**src/design/nvsc_params.svh**
```systemverilog
`ifndef NVSC_PARAMS_SVH
`define NVSC_PARAMS_SVH
// clock period in ns
`define NVSC_CLK_NS        4
// pin widths
`define NVSC_ADDR_W        17
`define NVSC_DATA_W        16
// read/write cycle time and write pulse width (25 ns grade)
`define NVSC_T_RC_NS       25
`define NVSC_T_PWE_NS      20
// hardware save request pulse width
`define NVSC_HW_SAVE_REQUEST_PULSE_NS     15
// release time of outputs when no write is pending
`define NVSC_IDLE_RELEASE_TIME_NS     25
// in-flight write completion window after a save request
`define NVSC_T_DELAY_NS    25
// soft sequence processing time, us
`define NVSC_T_SS_US       100
// longest non-volatile operation (store) in ms
`define NVSC_T_STORE_MS    8
// derived counts: least times round up
`define NVSC_CYC_RC    ((`NVSC_T_RC_NS + `NVSC_CLK_NS - 1) / `NVSC_CLK_NS)
`define NVSC_CYC_PWE   ((`NVSC_T_PWE_NS + `NVSC_CLK_NS - 1) / `NVSC_CLK_NS)
`define NVSC_CYC_PHSB  ((`NVSC_HW_SAVE_REQUEST_PULSE_NS + `NVSC_CLK_NS - 1) / `NVSC_CLK_NS)
`define NVSC_CYC_DLY   ((`NVSC_T_DELAY_NS + `NVSC_CLK_NS - 1) / `NVSC_CLK_NS)
`define NVSC_CYC_SS    ((`NVSC_T_SS_US * 1000) / `NVSC_CLK_NS)
`define NVSC_CYC_STORE ((`NVSC_T_STORE_MS * 1000000) / `NVSC_CLK_NS)
// counter width
`define NVSC_CNT_W         22
// number of command reads
`define NVSC_SEQ_LEN       6
// command kinds
`define NVSC_CMD_READ      2'h0
`define NVSC_CMD_WRITE     2'h1
`define NVSC_CMD_SOFT      2'h2
`define NVSC_CMD_HWSAVE    2'h3
`endif

```
**src/design/nvsc_pkg.sv**
```systemverilog
`default_nettype none
package nvsc_pkg;
  // controller states, gray along idle->setup->strobe->hold->idle
  typedef enum logic [2:0] {
    NVSC_IDLE   = 3'h0,
    NVSC_SETUP  = 3'h1,
    NVSC_STROBE = 3'h3,
    NVSC_HOLD   = 3'h2,
    NVSC_HWREQ  = 3'h6,
    NVSC_WAIT   = 3'h7
  } nvsc_state_e;
endpackage : nvsc_pkg
`default_nettype wire

```
**src/design/nvsc_host.sv**
```systemverilog
`timescale 1ns/1ns
`default_nettype none
`include "nvsc_params.svh"
// Function
// keep store-busy released high during every ordinary read or write
// upper-lane-only access: device uses upper lane, lower lanes float
// lower-lane-only access: device uses lower lane, upper lanes float
// lane enables only matter in word-wide organisation
// command sequence is issued as chip-enable framed read cycles
// six command addresses read back to back, no other access between
// write enable held high through all six command reads
// data of the sixth command read is discarded as invalid
// device acts on a finished command within 100 us
// no access while commanded save or restore runs
// array access blocked while host drives store-busy low
// device skips hardware save when nothing written since last one
// no write pending: outputs return within 25 ns of request
// store-busy not driven by device when idle, weak pull-up only
// device ignores accesses during non-volatile operation
// in-flight write may complete for 25 ns after save request
module nvsc_host
  import nvsc_pkg::*;
#(
  parameter logic [`NVSC_ADDR_W*6-1:0] SEQ_TABLE = '0,
  parameter int unsigned CYC_SS    = `NVSC_CYC_SS,
  parameter int unsigned CYC_STORE = `NVSC_CYC_STORE
)(
  // clock and reset
  input  wire logic                    REF_CLK_I,
  input  wire logic                    ARST_N_I,
  // command port
  input  wire logic                    CMD_VALID_I,
  input  wire logic [1:0]              CMD_KIND_I,
  input  wire logic [`NVSC_ADDR_W-1:0] CMD_ADDR_I,
  input  wire logic [`NVSC_DATA_W-1:0] CMD_WDATA_I,
  input  wire logic [1:0]              CMD_LANES_I,
  input  wire logic                    WIDE_MODE_I,
  output logic                         CMD_READY_O,
  output logic                         RSP_VALID_O,
  output logic [`NVSC_DATA_W-1:0]      RSP_RDATA_O,
  // memory pins
  output logic [`NVSC_ADDR_W-1:0]      MEM_ADDR_O,
  output logic                         CHIP_EN_N_O,
  output logic                         WRITE_EN_N_O,
  output logic                         OUT_EN_N_O,
  output logic                         UPPER_LANE_ENABLE_N_O,
  output logic                         LOWER_LANE_ENABLE_N_O,
  input  wire logic [`NVSC_DATA_W-1:0] MEM_DQ_I,
  output logic [`NVSC_DATA_W-1:0]      MEM_DQ_O,
  output logic                         MEM_DQ_OE_O,
  // store-busy open-drain pin
  input  wire logic                    STORE_BUSY_N_I,
  output logic                         STORE_BUSY_N_O,
  output logic                         STORE_BUSY_N_OE_O
);
  ////////////////////////////////////////////////////////////////////////
  logic [`NVSC_DATA_W-1:0] dq_s1_q, dq_s2_q;
  logic                    sb_s1_q, sb_s2_q;

  // two-flop synchronisers on pins from the device
  always_ff @(posedge REF_CLK_I or negedge ARST_N_I) begin
    if (!ARST_N_I) begin
      dq_s1_q <= '0;
      dq_s2_q <= '0;
      sb_s1_q <= 1'b1;
      sb_s2_q <= 1'b1;
    end else begin
      dq_s1_q <= MEM_DQ_I;
      dq_s2_q <= dq_s1_q;
      sb_s1_q <= STORE_BUSY_N_I;
      sb_s2_q <= sb_s1_q;
    end
  end

  ////////////////////////////////////////////////////////////////////////
  nvsc_state_e             st_q, st_d;
  logic [`NVSC_CNT_W-1:0]  cnt_q, cnt_d;
  logic [2:0]              seq_q, seq_d;
  logic [1:0]              kind_q, kind_d;
  logic [`NVSC_ADDR_W-1:0] addr_q, addr_d;
  logic [`NVSC_DATA_W-1:0] wdat_q, wdat_d, rdat_q, rdat_d;
  logic [1:0]              lanes_q, lanes_d;
  logic                    ce_q, ce_d, we_q, we_d, oe_q, oe_d;
  logic                    ub_q, ub_d, lb_q, lb_d, dqoe_q, dqoe_d;
  logic                    rdy_q, rdy_d, rv_q, rv_d, sbd_q, sbd_d;
  logic [`NVSC_ADDR_W-1:0] seq_addr;

  // command addresses, looked up one cycle ahead of use
  nvsc_seq_rom u_rom (
    .clk_i   (REF_CLK_I),
    .idx_i   (seq_d),
    .table_i (SEQ_TABLE),
    .addr_o  (seq_addr)
  );

  // access sequencer: next-state logic
  always_comb begin
    st_d    = st_q;
    cnt_d   = cnt_q;
    seq_d   = seq_q;
    kind_d  = kind_q;
    addr_d  = addr_q;
    wdat_d  = wdat_q;
    rdat_d  = rdat_q;
    lanes_d = lanes_q;
    ce_d    = ce_q;
    we_d    = we_q;
    oe_d    = oe_q;
    ub_d    = ub_q;
    lb_d    = lb_q;
    dqoe_d  = dqoe_q;
    rdy_d   = 1'b0;
    rv_d    = 1'b0;
    sbd_d   = 1'b0;
    case (st_q)
      NVSC_IDLE: begin
        rdy_d = 1'b1;
        if (CMD_VALID_I && rdy_q) begin
          rdy_d   = 1'b0;
          kind_d  = CMD_KIND_I;
          addr_d  = CMD_ADDR_I;
          wdat_d  = CMD_WDATA_I;
          // byte-wide part: both lanes always on
          lanes_d = WIDE_MODE_I ? CMD_LANES_I : 2'h3;
          seq_d   = 3'h0;
          cnt_d   = '0;
          st_d    = (CMD_KIND_I == `NVSC_CMD_HWSAVE) ? NVSC_HWREQ : NVSC_SETUP;
        end
      end
      NVSC_SETUP: begin
        ce_d   = 1'b0;
        ub_d   = ~lanes_q[1];
        lb_d   = ~lanes_q[0];
        we_d   = ~(kind_q == `NVSC_CMD_WRITE);
        oe_d   = (kind_q == `NVSC_CMD_WRITE);
        dqoe_d = (kind_q == `NVSC_CMD_WRITE);
        if (kind_q == `NVSC_CMD_SOFT) begin
          addr_d = seq_addr;
          ub_d   = 1'b0;
          lb_d   = 1'b0;
        end
        cnt_d = '0;
        st_d  = NVSC_STROBE;
      end
      NVSC_STROBE: begin
        cnt_d = cnt_q + 1'b1;
        // rc covers pwe, so one count serves both cycle kinds
        if (cnt_q == `NVSC_CNT_W'(`NVSC_CYC_RC + 2)) begin
          rdat_d = dq_s2_q;
          ce_d   = 1'b1;
          we_d   = 1'b1;
          oe_d   = 1'b1;
          st_d   = NVSC_HOLD;
        end
      end
      NVSC_HOLD: begin
        ub_d   = 1'b1;
        lb_d   = 1'b1;
        dqoe_d = 1'b0;
        cnt_d  = '0;
        if (kind_q == `NVSC_CMD_SOFT) begin
          // back to back, nothing else accepted in between
          if (seq_q == 3'(`NVSC_SEQ_LEN - 1)) begin
            rdat_d = '0;
            st_d   = NVSC_WAIT;
          end else begin
            seq_d = seq_q + 3'h1;
            st_d  = NVSC_SETUP;
          end
        end else begin
          rv_d = 1'b1;
          st_d = NVSC_IDLE;
        end
      end
      NVSC_HWREQ: begin
        // drive store-busy low for the pulse width
        sbd_d = 1'b1;
        cnt_d = cnt_q + 1'b1;
        // held for the full rounded-up count, so the pulse is never short
        if (cnt_q == `NVSC_CNT_W'(`NVSC_CYC_PHSB)) begin
          sbd_d = 1'b0;
          cnt_d = '0;
          st_d  = NVSC_WAIT;
        end
      end
      NVSC_WAIT: begin
        // soft command: worst-case wait, processing plus store; hardware save waits for busy high instead
        cnt_d = cnt_q + 1'b1;
        if (kind_q == `NVSC_CMD_HWSAVE) begin
          // synchronised busy high after the release window ends it
          if (cnt_q > `NVSC_CNT_W'(`NVSC_CYC_DLY + 2) && sb_s2_q) begin
            rv_d = 1'b1;
            st_d = NVSC_IDLE;
          end
        end else if (cnt_q == `NVSC_CNT_W'(CYC_SS + CYC_STORE)) begin
          rv_d = 1'b1;
          st_d = NVSC_IDLE;
        end
      end
      default: st_d = NVSC_IDLE;
    endcase
  end

  // sequencer registers
  always_ff @(posedge REF_CLK_I or negedge ARST_N_I) begin
    if (!ARST_N_I) begin
      st_q    <= NVSC_IDLE;
      cnt_q   <= '0;
      seq_q   <= 3'h0;
      kind_q  <= `NVSC_CMD_READ;
      addr_q  <= '0;
      wdat_q  <= '0;
      rdat_q  <= '0;
      lanes_q <= 2'h3;
      ce_q    <= 1'b1;
      we_q    <= 1'b1;
      oe_q    <= 1'b1;
      ub_q    <= 1'b1;
      lb_q    <= 1'b1;
      dqoe_q  <= 1'b0;
      rdy_q   <= 1'b0;
      rv_q    <= 1'b0;
      sbd_q   <= 1'b0;
    end else begin
      st_q    <= st_d;
      cnt_q   <= cnt_d;
      seq_q   <= seq_d;
      kind_q  <= kind_d;
      addr_q  <= addr_d;
      wdat_q  <= wdat_d;
      rdat_q  <= rdat_d;
      lanes_q <= lanes_d;
      ce_q    <= ce_d;
      we_q    <= we_d;
      oe_q    <= oe_d;
      ub_q    <= ub_d;
      lb_q    <= lb_d;
      dqoe_q  <= dqoe_d;
      rdy_q   <= rdy_d;
      rv_q    <= rv_d;
      sbd_q   <= sbd_d;
    end
  end

  ////////////////////////////////////////////////////////////////////////
  // all outputs but STORE_BUSY_N_O straight from flops
  assign CMD_READY_O           = rdy_q;
  assign RSP_VALID_O           = rv_q;
  assign RSP_RDATA_O           = rdat_q;
  assign MEM_ADDR_O            = addr_q;
  assign CHIP_EN_N_O           = ce_q;
  assign WRITE_EN_N_O          = we_q;
  assign OUT_EN_N_O            = oe_q;
  assign UPPER_LANE_ENABLE_N_O = ub_q;
  assign LOWER_LANE_ENABLE_N_O = lb_q;
  assign MEM_DQ_O              = wdat_q;
  assign MEM_DQ_OE_O           = dqoe_q;
  // open drain: only ever pull low
  assign STORE_BUSY_N_O        = 1'b0;
  assign STORE_BUSY_N_OE_O     = sbd_q;
endmodule : nvsc_host
`default_nettype wire

```
**src/design/nvsc_seq_rom.sv**
```systemverilog
`timescale 1ns/1ns
`default_nettype none
`include "nvsc_params.svh"
// command address table for the six-read sequence, registered output
module nvsc_seq_rom
  import nvsc_pkg::*;
(
  // clock
  input  wire logic                       clk_i,
  // lookup
  input  wire logic [2:0]                 idx_i,
  input  wire logic [`NVSC_ADDR_W*6-1:0]  table_i,
  output logic      [`NVSC_ADDR_W-1:0]    addr_o
);
  logic [`NVSC_ADDR_W-1:0] addr_q;

  // table comes from the top parameter; order is left to the system
  always_ff @(posedge clk_i) begin
    addr_q <= table_i[idx_i*`NVSC_ADDR_W +: `NVSC_ADDR_W];
  end
  assign addr_o = addr_q;
endmodule : nvsc_seq_rom
`default_nettype wire

```
**config.mk**
```make
export PLATFORM = sky130hd
export DESIGN_NAME = nvsc_host
export DESIGN_NICKNAME = d
export VERILOG_FILES = /design/src/design/nvsc_pkg.sv /design/src/design/nvsc_host.sv /design/src/design/nvsc_seq_rom.sv
export VERILOG_INCLUDE_DIRS = /design/src /design/src/design
export SDC_FILE = /design/constraint.sdc
export NUM_CORES = 1
export LEC_CHECK = 0
export BUFFER_PORTS_ARGS = -buffer_cell sky130_fd_sc_hd__buf_4
export CELL_PAD_IN_SITES_DETAIL_PLACEMENT = 1
export CELL_PAD_IN_SITES_GLOBAL_PLACEMENT = 1
export CORE_MARGIN = 2
export CORE_UTILIZATION = 23
export DETAILED_ROUTE_END_ITERATION = 8
export MAX_ROUTING_LAYER = met4
export PLACE_DENSITY = 0.52
export RECOVER_POWER = 50
export SYNTH_ARGS = -nofsm -noshare
export SYNTH_HDL_FRONTEND = slang
export SYNTH_SLANG_ARGS = --single-unit
```
**constraint.sdc**
```tcl
create_clock -name REF_CLK_I -period 2.25 [get_ports REF_CLK_I]
set_input_delay 0.225 -clock REF_CLK_I [delete_from_list [all_inputs] [get_ports REF_CLK_I]]
set_output_delay 0.225 -clock REF_CLK_I [all_outputs]
set_load 0.01 [all_outputs]
```
# Word-level counts from Yosys, hierarchy flattened
# Index checks and enable logic that the tools add are counted.
dict set report word_totals {
  ff_bits 141
  inputBits 58
  output_inout_bits 59
  elab_cells 110
}
dict set report op_classes {
  n_addsub 2
  mul 1
  magnitude_cmp 1
  n_eq_ne 21
  shift 1
  n_mux 43
  bitwise_logic 3
  n_reduce_logical 16
}
# cell count
set op_table {}
lappend op_table {{$shiftx 102x9->17 const A} 1}
lappend op_table {{$pmux 22 s4} 1}
lappend op_table {{$mux 16} 3}
lappend op_table {{$mux 22} 2}
lappend op_table {{$mux 3} 12}
lappend op_table {{$mux 17} 2}
lappend op_table {{$pmux 17 s2} 1}
lappend op_table {{$pmux 16 s2} 1}
lappend op_table {{$add 22x1->22 const B} 1}
lappend op_table {{$eq 22x21->1 const B} 1}
lappend op_table {{$eq 22x3->1 const B} 1}
lappend op_table {{$eq 22x4->1 const B} 1}
lappend op_table {{$gt 22x4->1 const B} 1}
lappend op_table {{$pmux 3 s6} 1}
lappend op_table {{$pmux 1 s2} 7}
lappend op_table {{$ne 2x2->1 const B} 6}
lappend op_table {{$mux 1} 11}
lappend op_table {{$eq 3x3->1 const B} 3}
lappend op_table {{$mul 3x5->8 const B} 1}
lappend op_table {{$reduce_bool 2->1} 4}
lappend op_table {{$eq 2x2->1 const B} 3}
lappend op_table {{$eq 3x2->1 const B} 2}
lappend op_table {{$ne 3x3->1 const B} 2}
lappend op_table {{$pmux 3 s2} 1}
lappend op_table {{other kinds (13)} 19}

# Logic depth before layout (Yosys ltp)
# Gate-level depths: netlist of run 1.
dict set report logic_depth {
  depth_word 6
  ltp_mapped 8
}

# Hierarchy
# A second synthesis of run 1 with hierarchy kept.
dict set report hier_totals {
  cells_unflattened 571
  hier_area_um2 6446.2
}
# mod instances cells_each area_per_inst_um2
set modules_own_cells {}
lappend modules_own_cells {nvsc_host 1 455 5215.0}
lappend modules_own_cells {nvsc_seq_rom 1 116 1231.2}

# Worst setup path after synthesis of run 1
# OpenSTA, ideal clock, no wires.
dict set report synth_timing {
  kind {reg-to-reg}
  start {reg cnt_q[8]}
  end {reg rdat_q[10], in the netlist RSP_RDATA_O[10]}
  setup_ns 0.121
  t_arrival_ns 1.949
  t_required_ns 2.129
  setup_slack_ns 0.180
  stages_incl_launch_ff 8
  n_path_buf 2
  path_cell_list {dfrtp_1 -> or4_1 -> and4bb_2 -> and4_1 -> buf_4 -> o22ai_4 -> buf_6 -> a22o_1}
}
dict set report synth_via {
  elab_chain_cells 3
}
# item line
set synth_rtl {}
lappend synth_rtl {{from (decl)} nvsc_host.sv:77} ;# logic [`NVSC_CNT_W-1:0] cnt_q, cnt_d;
lappend synth_rtl {{from (signal assigned)} nvsc_host.sv:226} ;# cnt_q <= cnt_d;
lappend synth_rtl {{$eq 22x4->1} nvsc_host.sv:148} ;# if (cnt_q == `NVSC_CNT_W'(`NVSC_CYC_RC + 2)) begin
lappend synth_rtl {{$ne 2x2->1 (no source line)} --}
lappend synth_rtl {{$reduce_and 4->1 (no source line)} --}
lappend synth_rtl {{to (signal assigned)} nvsc_host.sv:231} ;# rdat_q <= rdat_d;
lappend synth_rtl {{to (decl)} nvsc_host.sv:81} ;# logic [`NVSC_DATA_W-1:0] wdat_q, wdat_d, rdat_q, rdat_d;
# Every way passes these cells.
# A chain may end at the register's enable or synchronous reset.

# Worst setup path after layout of run 1
dict set report layout_timing {
  start {reg cnt_q[8]}
  end {reg cnt_q[1]}
}
dict set report layout_via {
  elab_chain_cells 3
}
# item line
set layout_rtl {}
lappend layout_rtl {{$eq 22x3->1} nvsc_host.sv:180} ;# if (cnt_q == `NVSC_CNT_W'(`NVSC_CYC_PHSB)) begin
lappend layout_rtl {{$mux 22} nvsc_host.sv:180}
lappend layout_rtl {{$pmux 22 s4} nvsc_host.sv:115} ;# case (st_q)
# Every way passes these cells.

==> results of run 1 <==
==> cell families after synthesis <==
family                   Yosys count
flip-flops                       124
AND/OR/NAND/NOR                  122
AO/OA/AOI/OAI                     82
buffers and inverters             35
multiplexers                      19
XOR/XNOR                          14
adder cells (fa/ha/maj)            5
other                              1
==> power groups by stage <==
stage	sequential [mW]	combinational [mW]	clock, mW
after floorplan	3.38	1.14	0
after global routing	3.38	2.83	3.18
after global placement	3.30	2.55	0
after CTS	3.30	2.63	3.09
final	3.29	2.58	2.98
after detailed placement	3.31	2.61	0
==> per-layer routing <==
metal | routed length (um) | up-vias
li1 | - | 1753
met1 | 6406 | 1901
met2 | 6755 | 80
met3 | 553 | 8
met4 | 108 | 0
met5 | 0 | -
==> sequential cells by signal, indices dropped and copies added (netlist names), 2 cells and up <==
name	count
dq_s2_q	16
lanes_q	2
kind_q	2
RSP_RDATA_O	16
cnt_q	22
MEM_ADDR_O	17
dq_s1_q	16
st_q	3
MEM_DQ_O	16
seq_q	3
==> metrics by stage <==
stage                     power, mW  area [um2]    util  cells
after floorplan               4.525        4962       -    402
after global placement        5.844        6245  0.2961    787
after detailed placement      5.918        6245  0.2961    787
after CTS                     9.023        7082  0.3358    838
after global routing          9.387        7066  0.3351    838
final                         8.845        7066  0.3351    838
==> worst max path at each step <==
stage                      endpoint  slack [ps]
floorplan           RSP_RDATA_O[10]         180
global placement           cnt_q[1]          60
detailed placement         cnt_q[1]          20
CTS                        cnt_q[1]          20
global route               cnt_q[1]           5
finish                     cnt_q[1]         110
==> cell type report <==
type / instances / area, um2
Fill cell: 2331 / 14020
Sequential cell: 124 / 3114
Multi-Input combinational cell: 243 / 1707
Timing Repair Buffer: 152 / 1209
Clock buffer: 18 / 429.2
Tap cell: 275 / 344.1
Clock inverter: 14 / 217.7
Inverter: 12 / 45.04
==> repair_timing <==
item | CTS | global route
hold buffers | 19 | 0
resized for setup | 0 | 3
buffers inserted | 0 | 0
setup endpoints to repair | 0 | 16
hold endpoints to repair | 54 | 0
==> cells in the final DEF (no fill, tap or decap), types with 3 or more instances in the layout <==
cell type      netlist  layout
nand3b_1             4       4
and2_1               3       3
a22o_1              33      33
clkbuf_4             0      18
buf_4                3     111
dfrtp_1            115     115
xor2_1               3       3
o211ai_1             3       3
ha_1                 5       5
nor2_1              31      31
mux2_2              18      18
dlygate4sd3_1        0      19
o21ai_0             12      12
clkinv_2             0       3
clkbuf_16            0      17
a2bb2oi_1            3       3
nand4_1              7       7
nor3_1              14      14
nand2b_1             3       3
nand3_1             12      12
inv_1               12      12
bufinv_16            0       5
a31oi_1              3       3
nor4_1               6       6
xnor2_1             11      11
and3_1               8       8
dfstp_2              9       9
nor2b_1              4       4
a21oi_1              9       9
nand2_1             16      16
==> critical path: stages, from the launching register on <==
cell,delay (ps)
dfrtp_1,400
or4_1,550
and4bb_4,400
a31oi_4,150
or2_1,260
a32o_1,260
==> results by group, run 1 <==
Pwr
  – Sw Ratio: 0.3069
  – P_sw: 2.715 mW
  – Static Leak: 3.256 nW
  – P_int: ~6.1 mW
  – Power per cell area: between 1000 and 1500 nW/um2
  – Register share of total power: 0.372
  – Comb power frac: 0.291
  – Max rail drop VDD: 0.4475 mV
  – Power share of the clock group: 0.337

Yosys
  – Post-synth ARST share: 1.000
  – Simple-gate portion of the synthesized area: 0.1309
  – Synth Instances: 402
  – Number of synthesized register bits: 124
  – Post-synth EDFFs: 0
  – Mux share of post-synthesis cell area: 0.04286
  – Cell variety after synth: 57
  – Main combinational cell family by area after synthesis: simple AND/OR/NAND/NOR gates
  – Synthesized net count: 465
  – Post-synth design cell area: 4962 um2
  – Post-synthesis adder-cell area fraction: 0.01261
  – Area contributors post-synth: dfrtp_1, a22o_1, dfstp_2
  – XOR/XNOR Fraction of Synth Area: 0.02471
  – Ys flop type: dfrtp_1
  – Most frequent cell after synthesis: dfrtp_1
  – Synth top area share: 0.5799
  – Sequential element share of the synthesized area: 0.6276
  – Mean Syn Cell Area: 12.34 um2
  – Synth Area in Compound Gates: 0.1293
  – Yosys warnings: 0
  – Yosys top cell by area: dfrtp_1
  – Post-synth top cells: dfrtp_1, a22o_1, nor2_1, mux2_2, nand2_1

Timing
  – Setup TNS: 0 ps
  – Fmax: 0.4669 GHz
  – Max-Slew Margin vs Limit: 0.3786
  – Worst Tran Pin Value: 932.1 ps
  – RSZ-0062 raised after global routing: false
  – Hold WS: 36.69 ps
  – Min Tclk post-route: 2142 ps
  – Slew Viols, Final: 0
  – Setup WS post-layout: 108.0 ps
  – Setup violators final: 0
  – Post-route clock skew: a little under 8 ps
  – Final hold violations: 0
  – Fin crit share: 0.9520

Floorplan
  – Std-Cell Rows: 53
  – Initial Util: 0.2353
  – Top Ports: roughly 120
  – Core ar.: 21,090 um2
  – Die Y: 150.9 um
  – Die W: about 150 um
  – Die footprint: 22,770 um2

Critical path
  – Setup crit end kind: register
  – Arrival time at the worst endpoint: around 2400 ps
  – CP max FO: 8
  – Startpoint types: register
  – Crit path launch: cnt_q[8]
  – Reg-to-Reg Start: cnt_q[8]
  – R2R Path End: cnt_q[1]
  – WP data required: 2550 ps
  – Worst reg-to-reg setup slack: 110 ps
  – Crit Path Category: register to register
  – Reg2Reg Depth: 5

Clock tree
  – Clock sinks: 124
  – Clk Latency, worst-skew pair: 410 ps
  – TritonCTS clock tree: built
  – Number of buffers created by CTS: 17
  – Root Buffer: clkbuf_16
  – Worst-path clk slew: 60 ps
  – # H-tree levels: 4
  – Longest Clk Path Bufs: 2

Run status
  – Status: complete, no violations

Finish
  – Layout area overhead: 42.39%
  – Layout cell share with drive strength beyond 1: 0.3535
  – Nets: 613
  – N_diodes: 0

Placement
  – Final HPWL DP: slightly below 10,000 um
  – PortBufs: 115
  – GP Congestion: ~0.75
  – Pre-CTS WS: 23.16 ps

Hold path
  – Depth of the worst hold-timing path: 3
  – Hold Crit Class: primary input to register
  – Worst Hold End: lanes_q[1]
  – Min-delay src: CMD_LANES_I[1]

Global route
  – GRT overflow: 0
  – Gr busiest metal: met2
  – First-pass GRT wire length: between 20,000 and 25,000 um
  – Vias in the first global route: 4,136
  – Initial antenna violation count: 0
  – Pin count of the biggest net entering global routing: 54
  – Met1 Resource Use GR: 0.1686
  – GRT Util Overall: 0.1303
  – Met3 Usage GRT: 0.03494
  – M2 GR Usage: 0.1961

Route
  – Routed wire length: 13,820 um
  – Iteration count of the initial detailed-routing pass: 4
  – Drt drc: 0
  – WL per Instance: 16.50 um
  – Initial DRC count: 173
  – Post-route ant nets: 0
  – Via count: 3,742
  – Vias per inst: 4.465

Job
  – Max_cap viols: 0
Power figures use the tool's default switching activity.
==> run 2, diff against run 1 <==
--- a/config.mk
+++ b/config.mk
@@ -13,7 +13,7 @@
 export CORE_UTILIZATION = 23
 export DETAILED_ROUTE_END_ITERATION = 8
 export MAX_ROUTING_LAYER = met4
-export PLACE_DENSITY = 0.52
+export PLACE_DENSITY = 0.5
 export RECOVER_POWER = 50
 export SYNTH_ARGS = -nofsm -noshare
 export SYNTH_HDL_FRONTEND = slang
==> constraint.sdc (replaced) <==
create_clock -name REF_CLK_I -period 2.2 [get_ports REF_CLK_I]
set_input_delay 0.44 -clock REF_CLK_I [delete_from_list [all_inputs] [get_ports REF_CLK_I]]
set_output_delay 0.44 -clock REF_CLK_I [all_outputs]
set_load 0.01 [all_outputs]
==> run 2 against run 1 <==
Against the previous run: global-route usage shrank 0.11 points; critical endpoint is now RSP_RDATA_O[0]; critical path type unchanged; final cell count fell by 1.3%; maximum frequency rose by 4.1%; clock skew is 7.5 ps higher; clock-buffer cell count unchanged; power decreased by 2.0%; largest power group unchanged; via count down 2.2%.
==> results by group, run 2 (synthesis gave the netlist of run 1 again) <==
Run status
  – Status: complete, no violations

Critical path
  – Startpoint types: register
  – Arrival time at the worst endpoint: 2360 ps
  – Crit Path Category: register to register
  – Reg2Reg Depth: 5
  – CP max FO: 16
  – R2R Path End: RSP_RDATA_O[0]
  – WP data required: around 2500 ps
  – Worst reg-to-reg setup slack: 140 ps
  – Setup crit end kind: register
  – Reg-to-Reg Start: cnt_q[11]

Route
  – Post-route ant nets: 0
  – WL per Instance: 16.45 um
  – Initial DRC count: between 100 and 150
  – Iteration count of the initial detailed-routing pass: 5
  – Routed wire length: about 14,000 um
  – Vias per inst: about 4.4
  – Drt drc: 0
  – Via count: 3,658

Timing
  – Setup TNS: 0 ps
  – RSZ-0062 raised after global routing: false
  – Fmax: 0.4862 GHz
  – Fin crit share: 0.9349
  – Setup violators final: 0
  – Slew Viols, Final: 0
  – Final hold violations: 0
  – Post-route clock skew: 15.18 ps
  – Worst Tran Pin Value: 844.7 ps
  – Min Tclk post-route: 2057 ps
  – Max-Slew Margin vs Limit: 0.4368

Global route
  – M2 GR Usage: 0.2009
  – GRT Util Overall: 0.1292
  – Met3 Usage GRT: 0.04157
  – GRT overflow: 0
  – First-pass GRT wire length: 21,740 um
  – Initial antenna violation count: 0
  – Pin count of the biggest net entering global routing: around 40
  – Gr busiest metal: met2
  – Met1 Resource Use GR: 0.1607
  – Vias in the first global route: 4,153

Pwr
  – Max rail drop VDD: 0.5373 mV
  – Power per cell area: 1260 nW/um2
  – Static Leak: 3.183 nW

Floorplan
  – Die footprint: 22,770 um2
  – Die W: 150.9 um
  – Initial Util: 0.2353
  – Die Y: approximately 150 um
  – Std-Cell Rows: 53
  – Core ar.: around 21,000 um2
  – Top Ports: 117

Clock tree
  – Root Buffer: clkbuf_16
  – Longest Clk Path Bufs: 2
  – Post-CTS Setup Inserts: 0
  – Worst-path clk slew: about 60 ps
  – Number of buffers created by CTS: 17
  – # H-tree levels: 4
  – Clock sinks: 124
  – Clk Latency, worst-skew pair: 420 ps
  – TritonCTS clock tree: built

Placement
  – GP Congestion: a little under 0.8
  – PortBufs: 115
  – Final HPWL DP: 10,000 um
  – Cell Count Post-Placement: 794

Finish
  – Nets: 602
  – Layout area overhead: 38.70%
  – # fillers: 2,331
  – Layout cell share with drive strength beyond 1: 0.3768
  – Flip-flop count of the largest register after layout: 22
  – Area of the multi-input gates: 1708 um2
  – Most common cell after layout, fill and taps aside: buf_4
  – N_diodes: 0
  – Largest register by flop count: cnt_q
  – Register area: 3114 um2
  – Most frequent cells in the layout: buf_4, dfrtp_1, a22o_1, nor2_1, clkbuf_4
  – Fin cells: 827

Hold path
  – Worst Hold End: sb_s1_q
  – Depth of the worst hold-timing path: 1
  – Hold Crit Class: primary input to register
  – Min-delay src: STORE_BUSY_N_I

Job
  – Max_cap viols: 0
run 2: worst max-delay path by stage:
stage,from,endpoint,slack [ps],cells past startpoint
after detailed placement,cnt_q[11],RSP_RDATA_O[13],60,5
final,cnt_q[11],RSP_RDATA_O[0],140,5
after global routing,cnt_q[11],RSP_RDATA_O[6],20,5
after CTS,cnt_q[11],RSP_RDATA_O[12],60,5
after global placement,cnt_q[11],RSP_RDATA_O[3],110,5
after floorplan,cnt_q[8],RSP_RDATA_O[10],130,7
run 2: cell type report:
type	instances	area share
Clock buffer	18	0.06381
Sequential cell	124	0.4525
Clock inverter	14	0.02018
Tap cell	275	0.04999
Inverter	12	0.006544
Timing Repair Buffer	141	0.1589
Multi-Input combinational cell	243	0.2481
run 2: metal layers:
metal,vias up,part of all wire
met5,-,0
met4,0,0.0089
met3,10,0.052
met2,89,0.48
met1,1832,0.46
li1,1727,-
run 2: what timing repair did:
| action | in CTS | in global routing |
|---|---|---|
| hold endpoints to repair | 21 | 0 |
| endpoints found under the setup margin | 0 | 16 |
| hold buffers | 1 | 0 |
| resized for setup | 0 | 3 |
run 2: worst max-delay path: stages, from the launching register on:
cell	delay, ps
dfrtp_1	400
or4_1	530
and4bb_4	370
and4_2	270
o22ai_4	160
a22o_1	210
run 2: stage by stage:
stage / utilization / hold WS, ps / power (mW) / worst slack [ps] / instance area [um2]
3_5_place_dp: 0.2993 / 336.3 / 6.044 / 58.42 / 6311
3_3_place_gp: 0.2993 / 333.8 / 5.986 / 113.0 / 6311
2_1_floorplan: - / 144.4 / 4.628 / 130.5 / 4962
6_report: 0.3264 / 135.8 / 8.670 / 143.3 / 6883
5_1_grt: 0.3264 / 121.1 / 9.213 / 22.49 / 6883
4_1_cts: 0.3272 / 100.4 / 8.812 / 60.14 / 6899
run 2: report_power, final:
group | internal (mW) | total [mW] | switching [mW]
registers | 2.91 | 3.35 | 0.445
logic | 1.34 | 2.62 | 1.29
clock network | 1.60 | 2.70 | 1.09
==> run 3, diff against run 2 <==
--- a/config.mk
+++ b/config.mk
@@ -6,6 +6,7 @@
 export SDC_FILE = /design/constraint.sdc
 export NUM_CORES = 1
 export LEC_CHECK = 0
+export ABC_AREA = 1
 export BUFFER_PORTS_ARGS = -buffer_cell sky130_fd_sc_hd__buf_4
 export CELL_PAD_IN_SITES_DETAIL_PLACEMENT = 1
 export CELL_PAD_IN_SITES_GLOBAL_PLACEMENT = 1
@@ -13,7 +14,7 @@
 export CORE_UTILIZATION = 23
 export DETAILED_ROUTE_END_ITERATION = 8
 export MAX_ROUTING_LAYER = met4
-export PLACE_DENSITY = 0.5
+export PLACE_DENSITY = 0.52
 export RECOVER_POWER = 50
 export SYNTH_ARGS = -nofsm -noshare
 export SYNTH_HDL_FRONTEND = slang
==> run 3 against run 2 <==
Against the previous run: synthesized cell count increased by 52%; first-iteration DRC count is 53% higher; wire length rose by 16%; largest cell class unchanged.
==> results by group, run 3 <==
Clock tree
  – Root Buffer: clkbuf_16
  – Worst-path clk slew: 60 ps
  – Clock sinks: 124
  – Post-CTS Setup Inserts: 0
  – CTS resizes: 0
  – TritonCTS clock tree: built
  – # H-tree levels: 4
  – Longest Clk Path Bufs: 2
  – Clk Latency, worst-skew pair: approximately 410 ps
  – Post-CTS Hold Fix Bufs: 0
  – Number of buffers created by CTS: 17

Finish
  – # fillers: 2,782
  – Nets: 806
  – Largest register by flop count: cnt_q
  – Layout area overhead: 34.71%
  – Fin cells: 1,075
  – Most frequent cells in the layout: nand2_1, dfrtp_1, buf_4, inv_1, nor2_1
  – Layout cell share with drive strength beyond 1: 0.2487
  – N_diodes: 0
  – Flip-flop count of the largest register after layout: 22
  – Register area: 3114 um2
  – Final instance area: about 7300 um2
  – Most common cell after layout, fill and taps aside: nand2_1
  – Area of the multi-input gates: 1901 um2

Floorplan
  – Std-Cell Rows: 56
  – Initial Util: 0.2317
  – Top Ports: 117
  – Die footprint: 24,670 um2
  – Core ar.: 23,260 um2
  – Die W: 157.1 um
  – Die Y: 157.1 um

Critical path
  – Setup crit end kind: register
  – Startpoint types: register
  – Arrival time at the worst endpoint: approximately 2200 ps
  – WP data required: 2480 ps
  – CP max FO: 32
  – Crit Path Category: register to register

Pwr
  – Power share of the clock group: 0.546
  – Max rail drop VDD: 0.5432 mV
  – P_sw: 1.226 mW
  – PnR Total Power: ~5.4 mW
  – Register share of total power: 0.428
  – Sw Ratio: 0.2261
  – Power per cell area: 747.0 nW/um2
  – Comb power frac: 0.025
  – Static Leak: 3.596 nW
  – P_int: 4.197 mW

Yosys
  – Main combinational cell family by area after synthesis: simple AND/OR/NAND/NOR gates
  – Mean Syn Cell Area: between 8 and 9 um2
  – Simple-gate portion of the synthesized area: 0.2424
  – Post-synthesis adder-cell area fraction: 0.01161
  – Post-synth ARST share: 1.000
  – Yosys warnings: 0
  – Post-synth EDFFs: 0
  – Most frequent cell after synthesis: nand2_1
  – Sequential element share of the synthesized area: 0.5779
  – Synth Area in Compound Gates: 0.08312
  – Post-synth design cell area: 5389 um2
  – Mux share of post-synthesis cell area: 0.001857
  – Synthesized net count: between 600 and 700
  – XOR/XNOR Fraction of Synth Area: 0.01300
  – Post-synth top cells: nand2_1, dfrtp_1, inv_1, nor2_1, o21ai_0
  – Area contributors post-synth: dfrtp_1, nand2_1, dfstp_2
  – Synth Instances: 612
  – Yosys top cell by area: dfrtp_1
  – Ys flop type: dfrtp_1
  – Synth top area share: 0.5340
  – Number of synthesized register bits: 124
  – Cell variety after synth: 39

Global route
  – GRT overflow: 0
  – Pin count of the biggest net entering global routing: 43
  – First-pass GRT wire length: 25,630 um
  – GRT Util Overall: 0.1384
  – Vias in the first global route: between 4,000 and 5,000
  – Initial antenna violation count: 0

Timing
  – Max-Slew Margin vs Limit: 0.2751
  – Final hold violations: 0
  – Slew Viols, Final: 0
  – Worst Tran Pin Value: between 1000 and 1500 ps
  – RSZ-0062 raised after global routing: false
  – Min Tclk post-route: 1900 ps
  – Setup TNS: 0 ps
  – Fin crit share: 0.8637
  – Post-route clock skew: between 7 and 8 ps
  – Fmax: about 0.53 GHz
  – Setup violators final: 0

Run status
  – Status: complete, no violations

Placement
  – PortBufs: 115
  – Placed cell areas: 6674 um2
  – Cell Count Post-Placement: around 1,000
  – GP Congestion: ~0.83
  – Final HPWL DP: 11,670 um

Route
  – Routed wire length: 15,850 um
  – Initial DRC count: 185
  – Vias per inst: 4.207
  – Drt drc: 0
  – WL per Instance: 14.74 um
  – Via count: between 4,000 and 5,000
  – Post-route ant nets: 0
  – Iteration count of the initial detailed-routing pass: 4

Job
  – Max_cap viols: 0

Hold path
  – Hold Crit Class: primary input to register
-- run 3: cell types whose count changed after synthesis, sizes merged, moves of 17 or more --
cell / delta
mux2: -18
a22o: -33
o21ai: +48
nand2: +180
nand3: +17
inv: +55
nor2: +28
-- run 3: cell type report --
cell class | instances | area share
inverters | 67 | 0.03464
multi-input cells | 402 | 0.2618
flip-flops and latches | 124 | 0.4290
well taps | 319 | 0.05498
repair buffers | 131 | 0.1350
clock inverters | 14 | 0.02551
clock buffers | 18 | 0.05912
-- run 3: kinds of logic (layout without fill, tap and decap cells) --
kind of cell	count (synthesis)	after routing
DFF	124	124
buffers and inverters	86	230
AOI/OAI and AO/OA	78	78
adders and majority gates	5	5
other	1	1
xor gates and xnor gates	8	8
and+or+nand+nor	309	309
muxes	1	1
-- run 3: power by group through the flow --
stage,Combinational [mW],Sequential (mW),Clock (mW)
detailed placement,0.152,2.36,0
global placement,0.149,2.36,0
global route,0.157,2.32,3.16
CTS,0.153,2.32,3.06
finish,0.137,2.32,2.96
floorplan,0.0109,2.36,0
-- run 3: final timing paths --
kind / slack (ps) / to / cells after the start / startpoint
setup / recovery: 300 / RSP_RDATA_O[14] / 8 / cnt_q[14]
hold / removal: 140 / sb_s1_q / 1 / STORE_BUSY_N_I
setup reg to reg: 300 / RSP_RDATA_O[14] / 8 / cnt_q[14]
hold reg to reg: 340 / dq_s2_q[11] / 0 / dq_s1_q[11]
max in group asynchronous: 610 / MEM_DQ_O[3] / 2 / ARST_N_I
min in group asynchronous: 220 / cnt_q[18] / 1 / ARST_N_I
-- run 3: metal layers --
metal | GRT usage | share of wire | vias up
met5 | - | 0 | -
met4 | 0.04675 | 0.014 | 0
met3 | 0.03056 | 0.038 | 12
met2 | 0.2193 | 0.47 | 90
met1 | 0.1758 | 0.47 | 2227
li1 | - | - | 2193
-- run 3: worst max-delay path: stages, from the launching register on --
cell and delay, ps:
dfrtp_1 440, nor2_1 130, nand2_1 80, nor2_1 250
nand3_1 180, nand2_2 150, nand3_4 290, nand2_1 160
o21ai_1 80
-- run 3: through the flow --
step             util  hold slack, ps  worst slack, ps
6_report       0.3121           137.4            299.9
5_1_grt        0.3121           119.8            55.84
4_1_cts        0.3133           27.25            217.9
3_5_place_dp   0.2869           335.8            208.3
3_3_place_gp   0.2869           334.0            315.8
2_1_floorplan       -           144.4            695.7
